[src/rtl/caf_map.svh]
`ifndef CAF_MAP_SVH
`define CAF_MAP_SVH
// Register addresses on the serial register port
`define CAF_LIVE_ADDR 8'h82
`define CAF_LOSS_ADDR 8'h83
`define CAF_OFFS_ADDR 8'h84
// Live status field positions
`define CAF_LIVE_HOLD_BIT 6
`define CAF_LIVE_OFFS_LSB 1
`define CAF_LIVE_UNLOCK_BIT 0
// Signal loss flag field positions
`define CAF_LOSS_IN_LSB 1
`define CAF_LOSS_REF_BIT 0
// Offset and lock flag field positions
`define CAF_OFFS_IN_LSB 2
`define CAF_OFFS_UNLOCK_BIT 1
// Reset values
`define CAF_FLAGS_RST 10'h000
`define CAF_RDATA_RST 8'h00
// Rate band codes
`define CAF_RATE_MAX 3'h5
`endif

[src/rtl/caf_pkg.sv]
`default_nettype none
package caf_pkg;
  typedef enum logic [1:0] {
    CAF_REG_LIVE = 2'b00,
    CAF_REG_LOSS = 2'b01,
    CAF_REG_OFFS = 2'b10,
    CAF_REG_NONE = 2'b11
  } caf_reg_t;
endpackage
`default_nettype wire

[src/rtl/caf_rate_chk.sv]
`include "caf_map.svh"
`default_nettype none
// Gates an input's offset alarm by a legal rate band code
module caf_rate_chk (
  input wire logic [2:0] rate_in,
  input wire logic alarm_in,
  output logic alarm_out
);
  // Reserved codes cannot produce an offset alarm
  assign alarm_out = alarm_in & (rate_in <= `CAF_RATE_MAX);
endmodule
`default_nettype wire

[src/rtl/caf_sticky.sv]
`default_nettype none
// One held alarm bit with mask and write-zero clear
module caf_sticky (
  input wire logic clk_in,
  input wire logic nrst_in,
  input wire logic en_in,
  input wire logic live_in,
  input wire logic clr_in,
  input wire logic mask_in,
  output logic flag_out,
  output logic req_out
);
  typedef struct packed {
    logic flag;
  } caf_st_t;
  caf_st_t st_r;
  caf_st_t st_nxt;

  // Set wins over clear; writing one is ignored
  always_comb begin
    st_nxt = st_r;
    if (en_in) begin
      if (live_in) begin
        st_nxt.flag = 1'b1;
      end else if (clr_in) begin
        st_nxt.flag = 1'b0;
      end
    end
  end

  always_ff @(posedge clk_in or negedge nrst_in) begin
    if (!nrst_in) begin
      st_r <= '0;
    end else begin
      st_r <= st_nxt;
    end
  end

  assign flag_out = st_r.flag;
  assign req_out = st_r.flag & ~mask_in;
endmodule
`default_nettype wire

[src/rtl/caf_top.sv]
`include "caf_map.svh"
`default_nettype none
module caf_top
  import caf_pkg::*;
(
  input wire logic clk_in,
  input wire logic nrst_in,
  input wire logic ce_in,
  input wire logic hold_filter_valid_in,
  input wire logic [3:0] input_offset_live_in,
  input wire logic unlock_live_in,
  input wire logic [3:0] input_sigloss_live_in,
  input wire logic refin_sigloss_live_in,
  input wire logic [11:0] input_rate_band_sel_in,
  input wire logic [9:0] flag_mask_in,
  input wire logic int_pin_en_in,
  input wire logic [7:0] reg_addr_in,
  input wire logic reg_wr_in,
  input wire logic reg_rd_in,
  input wire logic [7:0] reg_wdata_in,
  output logic [7:0] reg_rdata_out,
  output logic int_out
);
  typedef struct packed {
    logic [7:0] rdata;
    logic irq;
  } caf_top_st_t;
  caf_top_st_t st_r;
  caf_top_st_t st_nxt;

  logic [3:0] offs_q;
  logic [9:0] live_v;
  logic [9:0] clr_v;
  logic [9:0] flag_v;
  logic [9:0] req_v;
  logic [7:0] live_word;
  logic [7:0] loss_word;
  logic [7:0] offs_word;
  caf_reg_t wsel;
  caf_reg_t rsel;

  // Address decode shared by read and write paths
  function automatic caf_reg_t caf_dec(input logic [7:0] a);
    case (a)
      `CAF_LIVE_ADDR: caf_dec = CAF_REG_LIVE;
      `CAF_LOSS_ADDR: caf_dec = CAF_REG_LOSS;
      `CAF_OFFS_ADDR: caf_dec = CAF_REG_OFFS;
      default: caf_dec = CAF_REG_NONE;
    endcase
  endfunction

  assign wsel = caf_dec(reg_addr_in);
  assign rsel = caf_dec(reg_addr_in);

  // Offset alarms qualified by rate band
  genvar gi;
  generate
    for (gi = 0; gi < 4; gi++) begin : g_rate
      caf_rate_chk u_rate (
        .rate_in(input_rate_band_sel_in[gi*3 +: 3]),
        .alarm_in(input_offset_live_in[gi]),
        .alarm_out(offs_q[gi])
      );
    end
  endgenerate

  // Flag order: 0 ref loss, 1..4 input loss, 5 unlock, 6..9 offset
  assign live_v = {offs_q, unlock_live_in, input_sigloss_live_in,
                   refin_sigloss_live_in};

  // Clearing writes: zero in a flag position; reserved bits ignored
  always_comb begin
    clr_v = '0;
    if (reg_wr_in && wsel == CAF_REG_LOSS) begin
      clr_v[0] = ~reg_wdata_in[`CAF_LOSS_REF_BIT];
      clr_v[4:1] = ~reg_wdata_in[`CAF_LOSS_IN_LSB +: 4];
    end
    if (reg_wr_in && wsel == CAF_REG_OFFS) begin
      clr_v[5] = ~reg_wdata_in[`CAF_OFFS_UNLOCK_BIT];
      clr_v[9:6] = ~reg_wdata_in[`CAF_OFFS_IN_LSB +: 4];
    end
  end

  // One held flag per alarm source
  generate
    for (gi = 0; gi < 10; gi++) begin : g_flag
      caf_sticky u_flag (
        .clk_in(clk_in),
        .nrst_in(nrst_in),
        .en_in(ce_in),
        .live_in(live_v[gi]),
        .clr_in(clr_v[gi]),
        .mask_in(flag_mask_in[gi]),
        .flag_out(flag_v[gi]),
        .req_out(req_v[gi])
      );
    end
  endgenerate

  // Register images, reserved bits zero
  always_comb begin
    live_word = 8'h00;
    live_word[`CAF_LIVE_HOLD_BIT] = hold_filter_valid_in;
    live_word[`CAF_LIVE_OFFS_LSB +: 4] = input_offset_live_in;
    live_word[`CAF_LIVE_UNLOCK_BIT] = unlock_live_in;
    loss_word = 8'h00;
    loss_word[`CAF_LOSS_IN_LSB +: 4] = flag_v[4:1];
    loss_word[`CAF_LOSS_REF_BIT] = flag_v[0];
    offs_word = 8'h00;
    offs_word[`CAF_OFFS_IN_LSB +: 4] = flag_v[9:6];
    offs_word[`CAF_OFFS_UNLOCK_BIT] = flag_v[5];
  end

  // Read data and interrupt registered
  always_comb begin
    st_nxt = st_r;
    if (ce_in) begin
      st_nxt.irq = int_pin_en_in & (|req_v);
      if (reg_rd_in) begin
        case (rsel)
          CAF_REG_LIVE: st_nxt.rdata = live_word;
          CAF_REG_LOSS: st_nxt.rdata = loss_word;
          CAF_REG_OFFS: st_nxt.rdata = offs_word;
          default: st_nxt.rdata = 8'h00;
        endcase
      end
    end
  end

  always_ff @(posedge clk_in or negedge nrst_in) begin
    if (!nrst_in) begin
      st_r <= '{rdata: `CAF_RDATA_RST, irq: 1'b0};
    end else begin
      st_r <= st_nxt;
    end
  end

  assign reg_rdata_out = st_r.rdata;
  assign int_out = st_r.irq;
endmodule
`default_nettype wire

[config.mk]
export PLATFORM = sky130hd
export DESIGN_NAME = caf_top
export DESIGN_NICKNAME = d
export VERILOG_FILES = /design/src/rtl/caf_pkg.sv /design/src/rtl/caf_rate_chk.sv /design/src/rtl/caf_sticky.sv /design/src/rtl/caf_top.sv
export VERILOG_INCLUDE_DIRS = /design/src /design/src/rtl
export SDC_FILE = /design/constraint.sdc
export NUM_CORES = 1
export LEC_CHECK = 0
export ABC_AREA = 1
export BUFFER_PORTS_ARGS = -buffer_cell sky130_fd_sc_hd__buf_2
export CAP_MARGIN = 20
export CORE_MARGIN = 4
export CORE_UTILIZATION = 35
export CTS_BUF_LIST = sky130_fd_sc_hd__clkbuf_16
export DETAILED_ROUTE_END_ITERATION = 10
export HOLD_SLACK_MARGIN = 0.15
export PLACE_DENSITY = 0.72
export SYNTH_ARGS = -nofsm -noshare
export SYNTH_HDL_FRONTEND = slang
export SYNTH_SLANG_ARGS = --single-unit
[constraint.sdc]
create_clock -name clk_in -period 0.95 [get_ports clk_in]
set_clock_uncertainty 0.05 [all_clocks]
set_input_delay 0.095 -clock clk_in [delete_from_list [all_inputs] [get_ports clk_in]]
set_output_delay 0.095 -clock clk_in [all_outputs]
set_load 0.005 [all_outputs]
==> flow_summary_export.csv <==
group,metric,value,unit
worst_setup_path,critPathArrivalTime,1.08,ns
floorplan,dieArea,4111,sq um
cts,clockRootBuffer,"clkbuf_16",
min_path,hold-path-endpoint,"g_flag[7].u_flag.flag_out",
detailed_routing,drt_iter0_drc,31,
cells_and_area,instances_no_fill,299,
global_routing,grt_usage,17.14,%
logic_synthesis,synthXorXnorAreaFrac,0,%
power_and_ir_drop,seqPwrFrac,39.9,%
worst_setup_path,path_class,"reg2reg",
cts,cts.clk_slew.worst_paths,0.05,ns
global_routing,antenna_found_initial,0,
cells_and_area,syn2layout_area_growth,67.88,%
run,drv_cap,0,
logic_synthesis,synth_top_family_by_area,"simple AND/OR/NAND/NOR gates",
logic_synthesis,ys_seq_elements,18,
power_and_ir_drop,power_frac_clock,43.1,%
placement,globalplace.congestion,0.8203,
global_routing,grt_max_degree,19,
sta,rsz0062_at_grt,"true",
cells_and_area,antennaDiodeCount,0,
sta,fmax,1006,MHz
global_routing,grt-ovfl-total,0,
logic_synthesis,synth_top_area_cell,"dfrtp_1",
min_path,hold_depth,5,
power_and_ir_drop,combPwrFrac,17.0,%
power_and_ir_drop,p_leak,1.044,nW
cells_and_area,layout-drive-gt1-share,33.73,%
logic_synthesis,synth_compound_area_share,2.497,%
placement,dpl_cell_area,1513,sq um
detailed_routing,vias,1318,
detailed_routing,remaining_drc_errors,0,
global_routing,grt_pass1_wl,5582,um
worst_setup_path,cp_max_fo,2,
floorplan,top_level_ports,64,
worst_setup_path,rrSetupSlack,-0.04,ns
placement,post-place-ws,-0.08852,ns
placement,port_buffers,56,
floorplan,dieHeight,64.12,um
cells_and_area,mostFrequentLayoutCells,"nand2_1, buf_2, nand3_1, dlygate4sd3_1",
cts,clock_path_buffers,2,
logic_synthesis,synth_mux_area_share,0,%
sta,layout_setup_ws,-0.04362,ns
cts,cts-buffers-inserted,3,
status,violations,"negative setup slack",
min_path,hp-class,"in2reg",
logic_synthesis,yosys_warnings,0,
worst_setup_path,start_kind,"flop",
cells_and_area,final_nets,311,
logic_synthesis,synth_fp_nets,220,
power_and_ir_drop,swShare,22.51,%
logic_synthesis,synthAdderAreaFrac,0,%
floorplan,die_w,64.12,um
detailed_routing,drt-vias-per-instance,4.408,
cts,cts-htree-levels,1,
cts,cts_tree,"built",
sta,setup_violations,2,
sta,fin_crit_sh,104.6,%
placement,place_inst,275,
cells_and_area,design_area,1851,sq um
cts,cts_sinks,18,
power_and_ir_drop,p_per_area,1055,nW/um^2
min_path,hp-start,"reg_wdata_in[3]",
logic_synthesis,synth_seq_area_share,40.86,%
floorplan,coreArea,3028,sq um
logic_synthesis,yosys.area_share.simple,47.11,%
sta,slew_violations,0,
sta,min_period,0.9936,ns
detailed_routing,wl_per_cell,11.60,um
worst_setup_path,rr_worst_depth,6,
logic_synthesis,synthCells,165,
logic_synthesis,yosys-top-cells-area,"dfrtp_1, nand2_1, nand3_1, inv_1, nor2_1",
sta,finalHoldViolations,0,
logic_synthesis,synth_top_area_share,40.86,%
floorplan,num_rows,20,
logic_synthesis,synth_cell_type_count,17,
cells_and_area,final_common_cell,"nand2_1",
placement,dp_hpwl,2450,um
worst_setup_path,worstPathRequired,1.04,ns
detailed_routing,routed_wl,3468,um
worst_setup_path,reg2reg_from,"g_flag[5].u_flag.flag_out",
power_and_ir_drop,p_int,1.513,mW
worst_setup_path,crit_path_end_kind,"flop",
floorplan,start_util,36.40,%
detailed_routing,ant_nets,0,
logic_synthesis,synth_area,1102,sq um
power_and_ir_drop,switchingPower,0.4395,mW
detailed_routing,drt_first_pass_iters,4,
power_and_ir_drop,ir_worst_vdd,580.4,uV
worst_setup_path,reg2reg_to,"int_out",
logic_synthesis,synth_area_per_cell,6.681,sq um
cts,clkLatencyLatePin,0.25,ns
cts,post_cts_buffers,0,
status,outcome,"finished with violations",
global_routing,grt_pass1_vias,1303,
cells in the mapped netlist (all sizes together):
| library cell | count |
|---|---|
| and2 | 1 |
| buf | 2 |
| clkbuf | 1 |
| conb | 1 |
| dfrtp | 18 |
| inv | 21 |
| nand2 | 74 |
| nand3 | 29 |
| nor2 | 14 |
| o211ai | 2 |
| o21ai | 1 |
| o31ai | 1 |
area by class of cell:
class,count,area (sq um)
Fill cell,263,1177
Timing Repair Buffer,89,611.8
Multi-Input combinational cell,123,575.6
Sequential cell,18,450.4
Inverter,21,78.83
Clock buffer,3,75.07
Tap cell,44,55.05
Clock inverter,1,3.754
worst max-delay path, cell delays in order, from the launching register on:
cell and delay (ns):
dfrtp_1 0.39, nand2_1 0.07, nand3_1 0.09, nor2_1 0.13, nand2_1 0.06, nand2_1 0.05
nand2_1 0.04
routing by layer:
layer  share of wire (%)  global-route usage, %  vias up
met3                 5.3                  2.460        7
met5                   0                      0        -
met1                  40                  20.07      580
met2                  53                  31.74       44
met4                 1.3                  5.541        0
li1                    -                      -      687
flip-flops by register name, summed over array words and instances, names as in the netlist:
name                    count
reg_rdata_out               7
g_flag.u_flag.flag_out     10
int_out                     1
power groups by stage:
stage               logic [mW]  registers, mW  clock network [mW]
floorplan                0.102          0.793                   0
global placement         0.254          0.792                   0
detailed placement       0.256          0.792                   0
CTS                      0.327          0.779               0.850
global route             0.375          0.779               0.889
finish                   0.333          0.779               0.841
worst max path at each step:
stage | to | startpoint | slack (ns)
2_1_floorplan | int_out | g_flag[6].u_flag.flag_out | 0.07
3_3_place_gp | g_flag[8].u_flag.flag_out | reg_addr_in[4] | -0.07
3_5_place_dp | g_flag[5].u_flag.flag_out | reg_addr_in[4] | -0.09
4_1_cts | int_out | g_flag[7].u_flag.flag_out | -0.04
5_1_grt | int_out | g_flag[2].u_flag.flag_out | -0.12
6_report | int_out | g_flag[5].u_flag.flag_out | -0.04
stage by stage:
stage	setup TNS, ns	util (%)	hold WS, ns	power (mW)
2_1_floorplan	0	-	-0.2506	0.8949
3_3_place_gp	-0.5996	49.96	-0.004935	1.046
3_5_place_dp	-0.7524	49.96	-0.0007561	1.048
4_1_cts	-0.04130	59.83	0.09700	1.956
5_1_grt	-0.2958	61.12	0.1241	2.043
6_report	-0.06310	61.12	0.09840	1.952
kinds of logic after synthesis:
kind of cell	Yosys count
flip-flops	18
buffers and inverters	24
AND/OR/NAND/NOR	118
other	1
AO/OA/AOI/OAI	4
repair_timing:
item	CTS	global route
endpoints found under the setup margin	1	8
pin swaps	5	6
endpoints found under the hold margin	30	2
hold buffers	22	1
resized for setup	0	10
(Power assumes the default switching activity.)
